--- src/shared/counter_mode_pkg.sv ---
// Constants and enumerations for the counter array mode control block
package counter_mode_pkg;

    // Register addresses in the special-function register space
    localparam logic [7:0] CONTROL_ADDR = 8'hd8;
    localparam logic [7:0] MODE_ADDR = 8'hd9;

    // Field positions of counter_mode_config
    localparam int IDLE_SUSPEND_BIT = 7;
    localparam int WATCHDOG_ENABLE_BIT = 6;
    localparam int WATCHDOG_LOCK_BIT = 5;
    localparam int UNUSED_BIT = 4;
    localparam int TIMEBASE_LSB = 1;
    localparam int OVERFLOW_IRQ_ENABLE_BIT = 0;

    // Field positions of counter_array_control
    localparam int OVERFLOW_FLAG_BIT = 7;
    localparam int RUN_BIT = 6;

    // Values after reset, and the top count value
    localparam logic IDLE_SUSPEND_RESET = 1'b0;
    localparam logic WATCHDOG_ENABLE_RESET = 1'b1;
    localparam logic WATCHDOG_LOCK_RESET = 1'b0;
    localparam logic [2:0] TIMEBASE_RESET = 3'h0;
    localparam logic OVERFLOW_IRQ_ENABLE_RESET = 1'b0;
    localparam logic [15:0] COUNT_RESET = 16'h0000;
    localparam logic [15:0] COUNT_MAX = 16'hffff;

    // Divider lengths in system clock cycles, and in external clock rising edges for EXT_CLK_DIV
    localparam int SYSCLK_DIV_SLOW = 12;
    localparam int SYSCLK_DIV_FAST = 4;
    localparam int EXT_CLK_DIV = 8;
    localparam logic [3:0] SLOW_LAST = 4'(SYSCLK_DIV_SLOW - 1);
    localparam logic [1:0] FAST_LAST = 2'(SYSCLK_DIV_FAST - 1);
    localparam logic [2:0] EXT_LAST = 3'(EXT_CLK_DIV - 1);

    // Timebase select codes
    typedef enum logic [2:0] {
        TB_SYSCLK_DIV12 = 3'b000,
        TB_SYSCLK_DIV4 = 3'b001,
        TB_TIMER0_OVF = 3'b010,
        TB_COUNT_INPUT = 3'b011,
        TB_SYSCLK = 3'b100,
        TB_EXT_CLK_DIV8 = 3'b101,
        TB_TIMER4_OVF = 3'b110,
        TB_NONE = 3'b111
    } timebase_e;

endpackage : counter_mode_pkg

--- src/logic/pca_counter_mode_control.sv ---
// Mode control, timebase selection and main counter of the counter array
module pca_counter_mode_control
    import counter_mode_pkg::*;
(
    input wire logic ref_clk,
    input wire logic reset,
    input wire logic [7:0] sfr_addr,
    input wire logic sfr_wr_en,
    input wire logic [7:0] sfr_wdata,
    input wire logic sfr_rd_en,
    output logic [7:0] sfr_rdata,
    input wire logic cpu_idle,
    input wire logic timer0_overflow,
    input wire logic timer4_overflow,
    input wire logic external_count_input,
    input wire logic external_clock,
    output logic [15:0] counter_value,
    output logic counter_overflow_flag,
    output logic watchdog_active,
    output logic irq_request
);
    import counter_mode_pkg::*;

    typedef struct packed {
        logic idle_suspend;
        logic watchdog_enable;
        logic watchdog_lock;
        logic [2:0] timebase_select;
        logic overflow_irq_enable;
        logic run;
        logic overflow_flag;
        logic [15:0] count;
        logic [3:0] slow_div;
        logic [1:0] fast_div;
        logic count_in_prev;
        logic ext_meta;
        logic ext_sync;
        logic ext_prev;
        logic [2:0] ext_div;
        logic [7:0] rdata;
        logic irq;
    } state_s;

    state_s state_q;
    state_s state_d;

    logic suspended;
    logic tick;
    logic wrap;
    logic slow_tick;
    logic fast_tick;
    logic ext_edge;
    logic ext_tick;
    logic count_in_fall;
    logic mode_wr;
    logic ctrl_wr;
    logic [7:0] mode_read;
    logic [7:0] ctrl_read;

    always_comb
    begin
        state_d = state_q;

        // Idle freeze covers the dividers too, so no partial prescale leaks out
        suspended = state_q.idle_suspend & cpu_idle;

        slow_tick = (state_q.slow_div == SLOW_LAST);
        fast_tick = (state_q.fast_div == FAST_LAST);

        // External clock: two flops, then rising edge on the settled copy
        state_d.ext_meta = external_clock;
        state_d.ext_sync = state_q.ext_meta;
        state_d.ext_prev = state_q.ext_sync;
        ext_edge = state_q.ext_sync & ~state_q.ext_prev;
        ext_tick = ext_edge & (state_q.ext_div == EXT_LAST);

        // Count input looked at once per four clocks; faster edges may be missed
        count_in_fall = 1'b0;
        if (fast_tick && !suspended)
        begin
            state_d.count_in_prev = external_count_input;
            count_in_fall = state_q.count_in_prev & ~external_count_input;
        end

        if (!suspended)
        begin
            state_d.slow_div = slow_tick ? 4'h0 : state_q.slow_div + 4'h1;
            state_d.fast_div = state_q.fast_div + 2'h1;
            if (ext_edge)
            begin
                state_d.ext_div = state_q.ext_div + 3'h1;
            end
        end

        case (timebase_e'(state_q.timebase_select))
            TB_SYSCLK_DIV12: tick = slow_tick;
            TB_SYSCLK_DIV4: tick = fast_tick;
            TB_TIMER0_OVF: tick = timer0_overflow;
            TB_COUNT_INPUT: tick = count_in_fall;
            TB_SYSCLK: tick = 1'b1;
            TB_EXT_CLK_DIV8: tick = ext_tick;
            TB_TIMER4_OVF: tick = timer4_overflow;
            TB_NONE: tick = 1'b0;
            default: tick = 1'b0;
        endcase
        tick = tick & state_q.run & ~suspended;

        wrap = tick & (state_q.count == COUNT_MAX);
        if (tick)
        begin
            state_d.count = state_q.count + 16'h0001;
        end

        mode_wr = sfr_wr_en & (sfr_addr == MODE_ADDR);
        ctrl_wr = sfr_wr_en & (sfr_addr == CONTROL_ADDR);

        if (mode_wr)
        begin
            // Lock only ever sets; enable may not fall once locked
            state_d.watchdog_lock = state_q.watchdog_lock
                | sfr_wdata[WATCHDOG_LOCK_BIT];
            state_d.watchdog_enable = sfr_wdata[WATCHDOG_ENABLE_BIT]
                | state_q.watchdog_lock;
            if (!state_q.watchdog_enable)
            begin
                // Other fields change only with the watchdog off
                state_d.idle_suspend = sfr_wdata[IDLE_SUSPEND_BIT];
                state_d.timebase_select = sfr_wdata[TIMEBASE_LSB +: 3];
                state_d.overflow_irq_enable = sfr_wdata[OVERFLOW_IRQ_ENABLE_BIT];
            end
        end

        if (ctrl_wr)
        begin
            state_d.run = sfr_wdata[RUN_BIT];
            state_d.overflow_flag = sfr_wdata[OVERFLOW_FLAG_BIT];
        end
        // A wrap in the same cycle as a software clear keeps the flag set
        if (wrap)
        begin
            state_d.overflow_flag = 1'b1;
        end

        mode_read = 8'h00;
        mode_read[IDLE_SUSPEND_BIT] = state_q.idle_suspend;
        mode_read[WATCHDOG_ENABLE_BIT] = state_q.watchdog_enable;
        mode_read[WATCHDOG_LOCK_BIT] = state_q.watchdog_lock;
        mode_read[UNUSED_BIT] = 1'b0;
        mode_read[TIMEBASE_LSB +: 3] = state_q.timebase_select;
        mode_read[OVERFLOW_IRQ_ENABLE_BIT] = state_q.overflow_irq_enable;

        // Module flags of this register live elsewhere and read zero here
        ctrl_read = 8'h00;
        ctrl_read[OVERFLOW_FLAG_BIT] = state_q.overflow_flag;
        ctrl_read[RUN_BIT] = state_q.run;

        if (sfr_rd_en)
        begin
            if (sfr_addr == MODE_ADDR)
            begin
                state_d.rdata = mode_read;
            end
            else if (sfr_addr == CONTROL_ADDR)
            begin
                state_d.rdata = ctrl_read;
            end
            else
            begin
                state_d.rdata = 8'h00;
            end
        end

        state_d.irq = state_q.overflow_flag & state_q.overflow_irq_enable;
    end

    always_ff @(posedge ref_clk or posedge reset)
    begin
        if (reset)
        begin
            state_q.idle_suspend <= IDLE_SUSPEND_RESET;
            state_q.watchdog_enable <= WATCHDOG_ENABLE_RESET;
            state_q.watchdog_lock <= WATCHDOG_LOCK_RESET;
            state_q.timebase_select <= TIMEBASE_RESET;
            state_q.overflow_irq_enable <= OVERFLOW_IRQ_ENABLE_RESET;
            state_q.run <= 1'b0;
            state_q.overflow_flag <= 1'b0;
            state_q.count <= COUNT_RESET;
            state_q.slow_div <= 4'h0;
            state_q.fast_div <= 2'h0;
            state_q.count_in_prev <= 1'b0;
            state_q.ext_meta <= 1'b0;
            state_q.ext_sync <= 1'b0;
            state_q.ext_prev <= 1'b0;
            state_q.ext_div <= 3'h0;
            state_q.rdata <= 8'h00;
            state_q.irq <= 1'b0;
        end
        else
        begin
            state_q <= state_d;
        end
    end

    assign sfr_rdata = state_q.rdata;
    assign counter_value = state_q.count;
    assign counter_overflow_flag = state_q.overflow_flag;
    assign watchdog_active = state_q.watchdog_enable;
    assign irq_request = state_q.irq;

endmodule : pca_counter_mode_control

--- config.mk ---
export PLATFORM = sky130hd
export DESIGN_NAME = pca_counter_mode_control
export DESIGN_NICKNAME = d
export VERILOG_FILES = /design/src/shared/counter_mode_pkg.sv /design/src/logic/pca_counter_mode_control.sv
export SDC_FILE = /design/constraint.sdc
export NUM_CORES = 1
export LEC_CHECK = 0
export BUFFER_PORTS_ARGS = -buffer_cell sky130_fd_sc_hd__buf_2
export CORE_MARGIN = 3
export CORE_UTILIZATION = 56
export CTS_BUF_LIST = sky130_fd_sc_hd__clkbuf_4
export DETAILED_ROUTE_END_ITERATION = 8
export PLACE_DENSITY = 0.8
export SKIP_CTS_REPAIR_TIMING = 1
export SLEW_MARGIN = 20
export SYNTH_ARGS = -nofsm -noshare
export SYNTH_HDL_FRONTEND = slang
export SYNTH_SLANG_ARGS = --single-unit
--- constraint.sdc ---
create_clock -name ref_clk -period 2.64 [get_ports ref_clk]
set_input_delay 0.396 -clock ref_clk [delete_from_list [all_inputs] [get_ports ref_clk]]
set_output_delay 0.396 -clock ref_clk [all_outputs]
set_load 0.03 [all_outputs]
### Word-level counts from Yosys, hierarchy flattened

Index checks and enable logic that the tools add are counted.
W data, S select, Z words.

* bits in registers: 47
* input bits: 25
* output and inout port bits: 27
* word-level logic and storage cells: 63

* add/sub/neg operators: 4
* equal/unequal tests: 13
* multiplexer cells: 7
* bitwise logic cells: 16
* reduce and logical (&&, ||, !) cells: 6

Operators by type and width (count)
* $add A16 B1 Y16 const B: 1
* $eq A16 B16 Y1 const B: 1
* $eq A8 B8 Y1 const B: 2
* $mux W8: 2
* $eq A3 B3 Y1 const B: 5
* $and A1 B1 Y1: 10
* $pmux W1 S8: 1
* $eq A3 B2 Y1 const B: 2
* $add A4 B1 Y4 const B: 1
* $eq A4 B4 Y1 const B: 1
* $mux W4: 1
* $not A1 Y1: 4
* $reduce_and A2 Y1: 2
* $add A3 B1 Y3 const B: 1
* $eq A3 B1 Y1 const B: 1
* $logic_not A3 Y1: 1
* $mux W1: 3
* $add A2 B1 Y2 const B: 1
* $eq A2 B2 Y1 const B: 1
* $or A1 B1 Y1: 2
* $reduce_bool A2 Y1: 1
* $logic_and A1 B1 Y1: 1
* $logic_not A1 Y1: 1

### Logic depth before layout (Yosys ltp)

Gate-level depths: netlist (run 1).

* depth after elaboration: 9
* mapped depth: 7

### Least setup slack after synthesis (run 1)

OpenSTA, ideal clock, no wires.

* kind: flip-flop to flip-flop
* from: register state_q[9] in the netlist's numbering
* to: register state_q, in the netlist counter_value[6]
* setup time: 0.125 ns
* data arrival time: 1.756 ns
* slack: 0.760 ns
* stages on the path, launching flop included: 8
* cell sequence: dfrtp_1 > ha_1 > ha_1 > and3b_1 > o211ai_2 > nor2_1 > and4_1 > xor2_1

* word-level cells in the longest chain between the ends: 5

Ends and longest elaborated chain
* from (decl): line pca_counter_mode_control.sv:44 `state_s state_q;`
* from (signal assigned): line pca_counter_mode_control.sv:200 `state_q <= state_d;`
* $eq A3 B3 Y1: line pca_counter_mode_control.sv:75 `ext_tick = ext_edge & (state_q.ext_div == EXT_LAST);`
* $and A1 B1 Y1: line pca_counter_mode_control.sv:75
* $pmux W1 S8: line pca_counter_mode_control.sv:95 `case (timebase_e'(state_q.timebase_select))`
* $and A1 B1 Y1 (2 in a row): line pca_counter_mode_control.sv:106 `tick = tick & state_q.run & ~suspended;`

No other way between the ends.
A chain may end at the register's enable or synchronous reset.

### Final worst setup path (run 1)

* from: register state_q[18] in the netlist's numbering
* to: register state_q, in the netlist counter_value[11]

* word-level cells in the longest chain between the ends: 4

Ends and longest elaborated chain
* $eq A4 B4 Y1: line pca_counter_mode_control.sv:67 `slow_tick = (state_q.slow_div == SLOW_LAST);`
* $pmux W1 S8: line pca_counter_mode_control.sv:95
* $and A1 B1 Y1 (2 in a row): line pca_counter_mode_control.sv:106

No other way between the ends.

==> results.cfg, run 1 <==
[final_layout]
nNetsFinal = 271
fill_cells = 319
seq_area_mm2 = 0.001152
antenna_cells = 0
drive_gt1_frac = 0.2893
syn2layout_area_growth_pct = 8.613
mostFrequentLayoutCells = 49 x buf_2, 45 x dfrtp_1, 16 x nand2_1
multiInputGateArea_um2 = 902.1
final_common_cell = buf_2

[floorplanning]
initial_core_util = 0.6037
coreArea_mm2 = 0.003826
die_y_um = 70.22
ios = 52
dieArea_mm2 = 0.004931
rows = 22
die_w_um = 70.22

[worst_setup_path]
critPathKind = reg2reg
reg2reg_slack_ps = 670
endpoint_kind = flip-flop
r2r_cells = 6
worstPathCellList = ha_1, nand3b_1, o311a_1, a21o_1, nor4_2, xor2_1
crit-reg2reg-capture = counter_value[11]
cpPeakStageDelay_ps = 420
arrival_ps = 2270
startpoint_type = flip-flop
cp_max_fo = 9
slowest_stage = dfrtp_1
reg2reg_from = state_q[18]
worst_ep_required_time_ps = 2930

[logic_synthesis]
synthXorXnorAreaFrac = 0.06446
synth-adder-area-share = 0.02709
syn_area_mm2 = 0.002310
syn_inst = 210
yosys.area_share.simple = 0.1620
synth.mux.area_fraction = 0.07638
synth_top_family_by_area = simple AND/OR/NAND/NOR gates
avgSynthCellArea_um2 = 11.00
syn_nets = 240
ys_types = 38
synth-compound-area-share = 0.05905
yosysWarnings = 0
yosys_register_bits = 46
ys_seq_area_frac = 0.4989

[timing]
fmax_mhz = 506.5
hold_viol = 0
setup_viol = 0
fin_crit_ps = 1974
slew_headroom = 0.6271
worst_slew_pin_slew_ps = 559.4
rsz0062_at_grt = no
fin_skew_ps = 12.33
fin_tns_setup_ps = 0
finalCritPeriodShare = 0.7478
slew_violations = 0

[clock_tree]
cts-root-buf = clkbuf_4
clock-sinks = 46
clk_latency_ps = 370
clockBufferDepth = 2
clk_pin_slew_ps = 130
h-tree-depth = 2
cts_tree = yes
cts-buffers-inserted = 5

[placement]
place.port_buffers = 49
dp_hpwl_um = 3147
gp_congestion = 0.7938

[hold_path]
hp-class = in2reg
whs_endpoint = state_d[13]
holdPathStages = 1
hold_start = external_clock

[power]
ir_drop_uv = 356.1
p_total_mw = 1.599
pwr_density_cell_mw_per_mm2 = 637.5
leakage_nw = 1.302

[drt]
totalWireLength_um = 4148
firstDrtPassIters = 4
wl_met3_um = 229
wire_per_inst_um = 14.30
top_layer = met4
drt_iter0_drc = 73
detail-route-antenna-nets = 0
via_per_inst = 5.459
wl_met1_um = 1784
route.met2.wl_um = 2055
route.detailed.drc = 0
via_count = 1583

[flow_run]
max_cap_viol_count = 0

[global_route]
grt_pass1_vias = 1603
grt_pass1_wl_um = 7224
grt_util_all_layers = 0.1833
globalRouteOverflowTotal = 0
grt_antenna_before_repair = 0
grt_max_degree = 47

[outcome]
status = complete, no violations
==> layer usage <==
layer	vias to the layer above	track usage
met2	41	0.2983
met5	-	0
met3	8	0.04029
met4	0	0.07660
li1	762	-
met1	772	0.2350
==> worst max-delay path: cells and delay by family, from the launching register on <==
kind | cells | cell delay (ps)
compound gates | 2 | 640
flops | 1 | 420
xor+xnor | 1 | 180
simple gates | 2 | 450
fa+ha+maj | 1 | 200
==> report_power, final <==
group | internal (mW) | switching (mW) | total [mW]
logic | 0.153 | 0.154 | 0.306
clock network | 0.196 | 0.227 | 0.424
registers | 0.797 | 0.0721 | 0.869
==> cells in the mapped netlist <==
library cell / n / area share
xor2_1: 13 / 0.049
and3b_1: 2 / 0.0076
ha_1: 5 / 0.027
a21oi_2: 1 / 0.0038
buf_4: 24 / 0.078
a21oi_1: 1 / 0.0022
o211a_1: 1 / 0.0043
xnor2_1: 4 / 0.015
nand2b_1: 1 / 0.0027
nor3b_1: 1 / 0.0033
a22o_1: 1 / 0.0038
dfstp_2: 1 / 0.011
mux2i_1: 3 / 0.013
dfrtp_1: 45 / 0.49
nor3_1: 5 / 0.011
nand3b_1: 4 / 0.013
nand3_1: 9 / 0.020
nand2_1: 16 / 0.026
o22ai_1: 7 / 0.019
nand4bb_1: 1 / 0.0049
mux2_1: 11 / 0.054
nor2_1: 6 / 0.0098
conb_1: 1 / 0.0016
a21o_1: 1 / 0.0033
inv_1: 15 / 0.024
and4_1: 2 / 0.0076
mux2_2: 2 / 0.0098
nand4_1: 6 / 0.016
buf_6: 1 / 0.0049
and3_1: 3 / 0.0081
o21ai_0: 1 / 0.0022
nor2_2: 1 / 0.0027
clkbuf_1: 2 / 0.0033
o21ai_1: 5 / 0.011
o211ai_2: 1 / 0.0054
o311a_1: 1 / 0.0043
and2_1: 1 / 0.0027
nor4_2: 5 / 0.027
==> logic make-up after synthesis <==
group	Yosys count
fa+ha+maj	5
other cells	1
compound gates	20
buf+inv	42
flops	46
simple gates	63
xor+xnor	17
mux	16
==> layout make-up <==
class | count | area share
clock buffers | 5 | 0.01496
clock inverters | 3 | 0.01596
inverters | 15 | 0.02244
multi-input cells | 122 | 0.3596
flip-flops and latches | 46 | 0.4594
well taps | 48 | 0.02394
repair buffers | 51 | 0.1037
==> worst max-delay path by stage <==
| stage | cells after the start | endpoint | startpoint |
|---|---|---|---|
| 2_1_floorplan | 7 | counter_value[6] | state_q[9] |
| 6_report | 6 | counter_value[11] | state_q[18] |
| 5_1_grt | 6 | counter_value[13] | state_q[18] |
| 3_3_place_gp | 6 | mode_read[1] | sfr_addr[1] |
| 4_1_cts | 6 | counter_value[11] | state_q[18] |
| 3_5_place_dp | 6 | mode_read[2] | sfr_addr[1] |
==> sequential cells by signal, summed over array words and instances (netlist names) <==
| signal | cells |
|---|---|
| sfr_rdata | 7 |
| state_d | 2 |
| counter_value | 16 |
| ctrl_read | 1 |
| mode_read | 6 |
| counter_overflow_flag | 1 |
| state_q | 11 |
| watchdog_active | 1 |
| irq_request | 1 |
==> stage by stage <==
stage               worst slack [ps]  utilization  instance area, µm²  hold slack, ps  instances
finish                         665.7       0.6557                2509           131.8        290
CTS                            665.0       0.6557                2509           120.7        290
global placement               671.1       0.6354                2431           336.0        282
global route                   497.9       0.6557                2509           118.9        290
floorplan                      759.7            -                2310           331.2        210
detailed placement             607.5       0.6354                2431           342.7        282
(Power assumes the default switching activity.)
==> run 2: changes to the inputs <==
Settings changed: ABC_AREA set to 1, PLACE_DENSITY 0.8 to 0.79.
Clock period 2.64 ns to 1.95 ns, I/O delays scaled along.
==> results.cfg, run 2 <==
[logic_synthesis]
ys_types = 34
synthXorXnorAreaFrac = 0.03788
syn_inst = 303
syn_area_mm2 = 0.002544
synth-main-ff-cell = dfrtp_1
async_flop_share = 1.000
synth-adder-area-share = 0.02459
ys_seq_area_frac = 0.4530
avgSynthCellArea_um2 = 8.395
yosysWarnings = 0
syn_nets = 333
yosysMostFrequentCell = nand2_1
yosys.area_share.simple = 0.2312
synth_top_area_frac = 0.4427
synth_top_family_by_area = simple AND/OR/NAND/NOR gates
yosys_register_bits = 46
synth_common_cells = 77 x nand2_1, 45 x dfrtp_1, 43 x inv_1
synthTopCellsByArea = dfrtp_1 44%, nand2_1 11%, buf_4 7.1%
synth.mux.area_fraction = 0.008854
synth-edff-count = 0
synth-compound-area-share = 0.09198
synth_top_area_cell = dfrtp_1

[floorplanning]
die_y_um = 73.40
dieArea_mm2 = 0.005387
die_w_um = 73.40
coreArea_mm2 = 0.004202
initial_core_util = 0.6054
ios = 52
rows = 23

[worst_setup_path]
endpoint_kind = flip-flop
arrival_ps = 1960
critPathKind = reg2reg
cp_max_fo = 24
startpoint_type = flip-flop
worst_ep_required_time_ps = 2210

[clock_tree]
cts-root-buf = clkbuf_4
clk_pin_slew_ps = 130
cts-buffers-inserted = 5
clockBufferDepth = 2
h-tree-depth = 2
cts_tree = yes
clk_latency_ps = 370
clock-sinks = 46

[placement]
dpl-instance-area_mm2 = 0.002666
dp_hpwl_um = 3551
gp_congestion = 0.8169
place.port_buffers = 49

[final_layout]
mostFrequentLayoutCells = 77 x nand2_1, 49 x buf_2, 45 x dfrtp_1
largest_register_ffs = 16
final_cell_area_mm2 = 0.002754
final_common_cell = nand2_1
nNetsFinal = 366
syn2layout_area_growth_pct = 8.264
antenna_cells = 0
fin_util = 0.6555
drive_gt1_frac = 0.2463
fill_cells = 369

[global_route]
grt_antenna_before_repair = 0
globalRouteOverflowTotal = 0
grt_pass1_vias = 1896
grt_pass1_wl_um = 8079
grt_util_all_layers = 0.1931
grt_max_degree = 26

[drt]
wl_met3_um = 196
firstDrtPassIters = 4
via_per_inst = 5.016
totalWireLength_um = 4686
via_count = 1941
top_layer = met4
route.met2.wl_um = 2311
wire_per_inst_um = 12.11
detail-route-antenna-nets = 0
drt_iter0_drc = 95
route.detailed.drc = 0
wl_met1_um = 2085

[timing]
fin_tns_setup_ps = 0
finalCritPeriodShare = 0.8757
hold_viol = 0
slew_headroom = 0.6617
fin_skew_ps = 10.85
hold_ws_ps = 40.29
worst_slew_pin_slew_ps = 506.6
fmax_mhz = 585.6
slew_violations = 0
setup_viol = 0
rsz0062_at_grt = no
fin_crit_ps = 1708

[power]
p_seq_frac = 0.470
pwr_density_cell_mw_per_mm2 = 1004
internal-power_mw = 1.719
switching_share = 0.3783
leakage_nw = 1.462
ir_drop_uv = 662.0
power_switching_mw = 1.046
p_comb_frac = 0.321
clkPwrFrac = 0.209

[hold_path]
hp-class = in2reg

[outcome]
status = complete, no violations

[flow_run]
max_cap_viol_count = 0
-- run 2: power groups by stage --
stage,registers [mW],logic [mW],clock network (mW)
CTS,1.30,0.899,0.596
global placement,1.31,0.872,0
detailed placement,1.32,0.899,0
floorplan,1.29,0.834,0
global route,1.33,0.991,0.624
finish,1.30,0.887,0.579
-- run 2: final timing paths --
path	startpoint	to	slack, ps	depth (start not counted)
setup / recovery	state_q[9]	counter_value[6]	240	9
hold / removal	external_clock	state_d[13]	40	1
setup reg to reg	state_q[9]	counter_value[6]	240	9
hold reg to reg	state_d[13]	state_d[12]	360	0
max in group asynchronous	reset	watchdog_active	830	4
min in group asynchronous	reset	counter_value[4]	480	3
-- run 2: final cells by class --
class | instances | area (µm²) | share of cell area
clock inverter | 3 | 40.04 | 0.01454
timing repair buffer | 54 | 285.3 | 0.1036
clock buffer | 5 | 37.54 | 0.01363
sequential | 46 | 1152 | 0.4184
tap | 50 | 62.56 | 0.02272
inverter | 45 | 168.9 | 0.06134
multi-input combinational | 184 | 1007 | 0.3657
-- run 2: cells by family after synthesis --
group	after synthesis
AOI/OAI and AO/OA	36
xor gates and xnor gates	11
adders and majority gates	5
buffers and inverters	73
DFF	46
muxes	2
other	1
and+or+nand+nor	129
-- run 2: stage by stage --
| step | setup slack [ps] | std cells | total power [mW] |
|---|---|---|---|
| CTS | 220.1 | 386 | 2.796 |
| detailed placement | 244.7 | 378 | 2.217 |
| global placement | 303.6 | 378 | 2.181 |
| floorplan | 505.1 | 303 | 2.119 |
| global route | 36.21 | 387 | 2.944 |
| finish | 242.4 | 387 | 2.765 |
-- run 2: layer usage --
metal | vias up | GRT usage
li1 | 1003 | -
met1 | 894 | 0.2315
met2 | 37 | 0.3307
met3 | 7 | 0.02873
met4 | 0 | 0.1066
met5 | - | 0
-- run 2: worst max-delay path, cell delays in order (launching register included) --
cell     delay (ps)
dfrtp_1         400
ha_1            160
ha_1            130
nand3_1          80
a21oi_2         140
nand2_2         100
nor2_8          320
inv_2           140
nand2_1          80
o21ai_1          60
==> run 3: changes to the inputs <==
Settings changed: PLACE_DENSITY 0.79 to 0.81.
==> results.cfg, run 3 (same netlist as run 2, synthesis figures left out) <==
[final_layout]
largest_register_ffs = 16
mostFrequentLayoutCells = 77 x nand2_1, 49 x buf_2, 45 x dfrtp_1
antenna_cells = 0
drive_gt1_frac = 0.2440
fill_cells = 369
nNetsFinal = 366
final_common_cell = nand2_1
instances_no_fill = 386
syn2layout_area_growth_pct = 7.772

[drt]
via_count = 1980
detail-route-antenna-nets = 0
wire_per_inst_um = 12.32
route.detailed.drc = 0
drt_iter0_drc = 106
firstDrtPassIters = 5
via_per_inst = 5.130
totalWireLength_um = 4754

[clock_tree]
clockBufferDepth = 2
clock-sinks = 46
cts-buffers-inserted = 5
h-tree-depth = 2
cts-root-buf = clkbuf_4
clk_latency_ps = 360
cts_tree = yes
clk_pin_slew_ps = 120

[floorplanning]
dieArea_mm2 = 0.005387
initial_core_util = 0.6054
rows = 23
die_w_um = 73.40
ios = 52
coreArea_mm2 = 0.004202
die_y_um = 73.40

[timing]
hold_viol = 0
fmax_mhz = 612.5
fin_crit_ps = 1633
setup_viol = 0
rsz0062_at_grt = no
finalCritPeriodShare = 0.8373
fin_skew_ps = 6.361
fin_tns_setup_ps = 0
slew_violations = 0

[global_route]
grt_util_all_layers = 0.1905
grt_max_degree = 18
globalRouteOverflowTotal = 0
grt_antenna_before_repair = 0
grt_pass1_vias = 1851
grt_pass1_wl_um = 8045

[power]
leakage_nw = 1.447
ir_drop_uv = 825.8
pwr_density_cell_mw_per_mm2 = 962.8

[placement]
dp_hpwl_um = 3739
place.port_buffers = 49
gp_congestion = 0.8885
placed_cells = 378

[worst_setup_path]
critPathKind = reg2reg
cp_max_fo = 14
critPathTopFamily = simple AND/OR/NAND/NOR gates
r2r_cells = 9
cpPeakStageDelay_ps = 380
worst_ep_required_time_ps = 2250
startpoint_type = flip-flop
reg2reg_from = state_q[9]
endpoint_kind = flip-flop
worstPathCellList = ha_1, ha_1, nand3_1, a21oi_2, nand2_2, nor2_8, buf_12, nand4_1, nand2_1
slowest_stage = dfrtp_1
arrival_ps = 1930
crit-reg2reg-capture = counter_overflow_flag
worst-path-buf-inv = 1
crit_path_frequent_cell = ha_1
reg2reg_slack_ps = 320

[hold_path]
hp-class = in2reg
whs_endpoint = state_d[13]
hold_start = external_clock
holdPathStages = 1

[outcome]
status = complete, no violations

[flow_run]
max_cap_viol_count = 0
==> run 3: cell types whose count changed in the layout (fill, tap and decap cells not counted) <==
cell        change
clkinv_2        -2
buf_12          +1
clkinvlp_4      +1
clkbuf_4        +1
buf_4           -1
bufinv_16       -1
==> run 3: layer usage <==
metal	vias up	GRT usage	wire, µm
li1	1007	-	-
met1	922	0.2394	2054
met2	45	0.3188	2375
met3	6	0.06293	272
met4	0	0.04427	51
met5	-	0	0
==> run 3: cell type report <==
class,count,area [µm²],share of cell area
clock inverters,1,7.507,0.002738
well taps,50,62.56,0.02282
multi-input cells,184,1007,0.3674
clock buffers,6,45.04,0.01643
inverters,45,168.9,0.06162
repair buffers,54,297.8,0.1086
flip-flops and latches,46,1152,0.4204
==> run 3: report_power, final <==
group	internal (mW)	switching, mW
Sequential	1.14	0.165
Clock	0.149	0.295
Combinational	0.316	0.574
==> run 3: worst reg2reg max path, stage by stage, from the launching register on <==
cell,delay (ps)
dfrtp_1,380
ha_1,150
ha_1,130
nand3_1,100
a21oi_2,150
nand2_2,100
nor2_8,230
buf_12,180
nand4_1,80
nand2_1,70
==> run 3: through the flow <==
stage               utilization  cell area [µm²]  setup slack [ps]  hold slack (ps)  total power, mW
detailed placement       0.6376             2679             330.6            276.5            2.225
finish                   0.6525             2741             317.3            34.64            2.640
floorplan                     -             2544             505.1            323.9            2.119
CTS                      0.6501             2731             298.5           -126.9            2.672
global placement         0.6376             2679             345.8            273.9            2.181
global route             0.6525             2741             203.1           0.4550            2.823
==> run 3: how the worst max path moves through the flow <==
stage,start,cells after the start,slack (ps),to
after global routing,state_q[9],9,200,counter_overflow_flag
after detailed placement,state_q[9],9,330,counter_overflow_flag
final,state_q[9],9,320,counter_overflow_flag
after floorplan,state_q[18],8,510,counter_value[15]
after CTS,state_q[9],9,300,counter_overflow_flag
after global placement,state_q[9],9,350,counter_overflow_flag
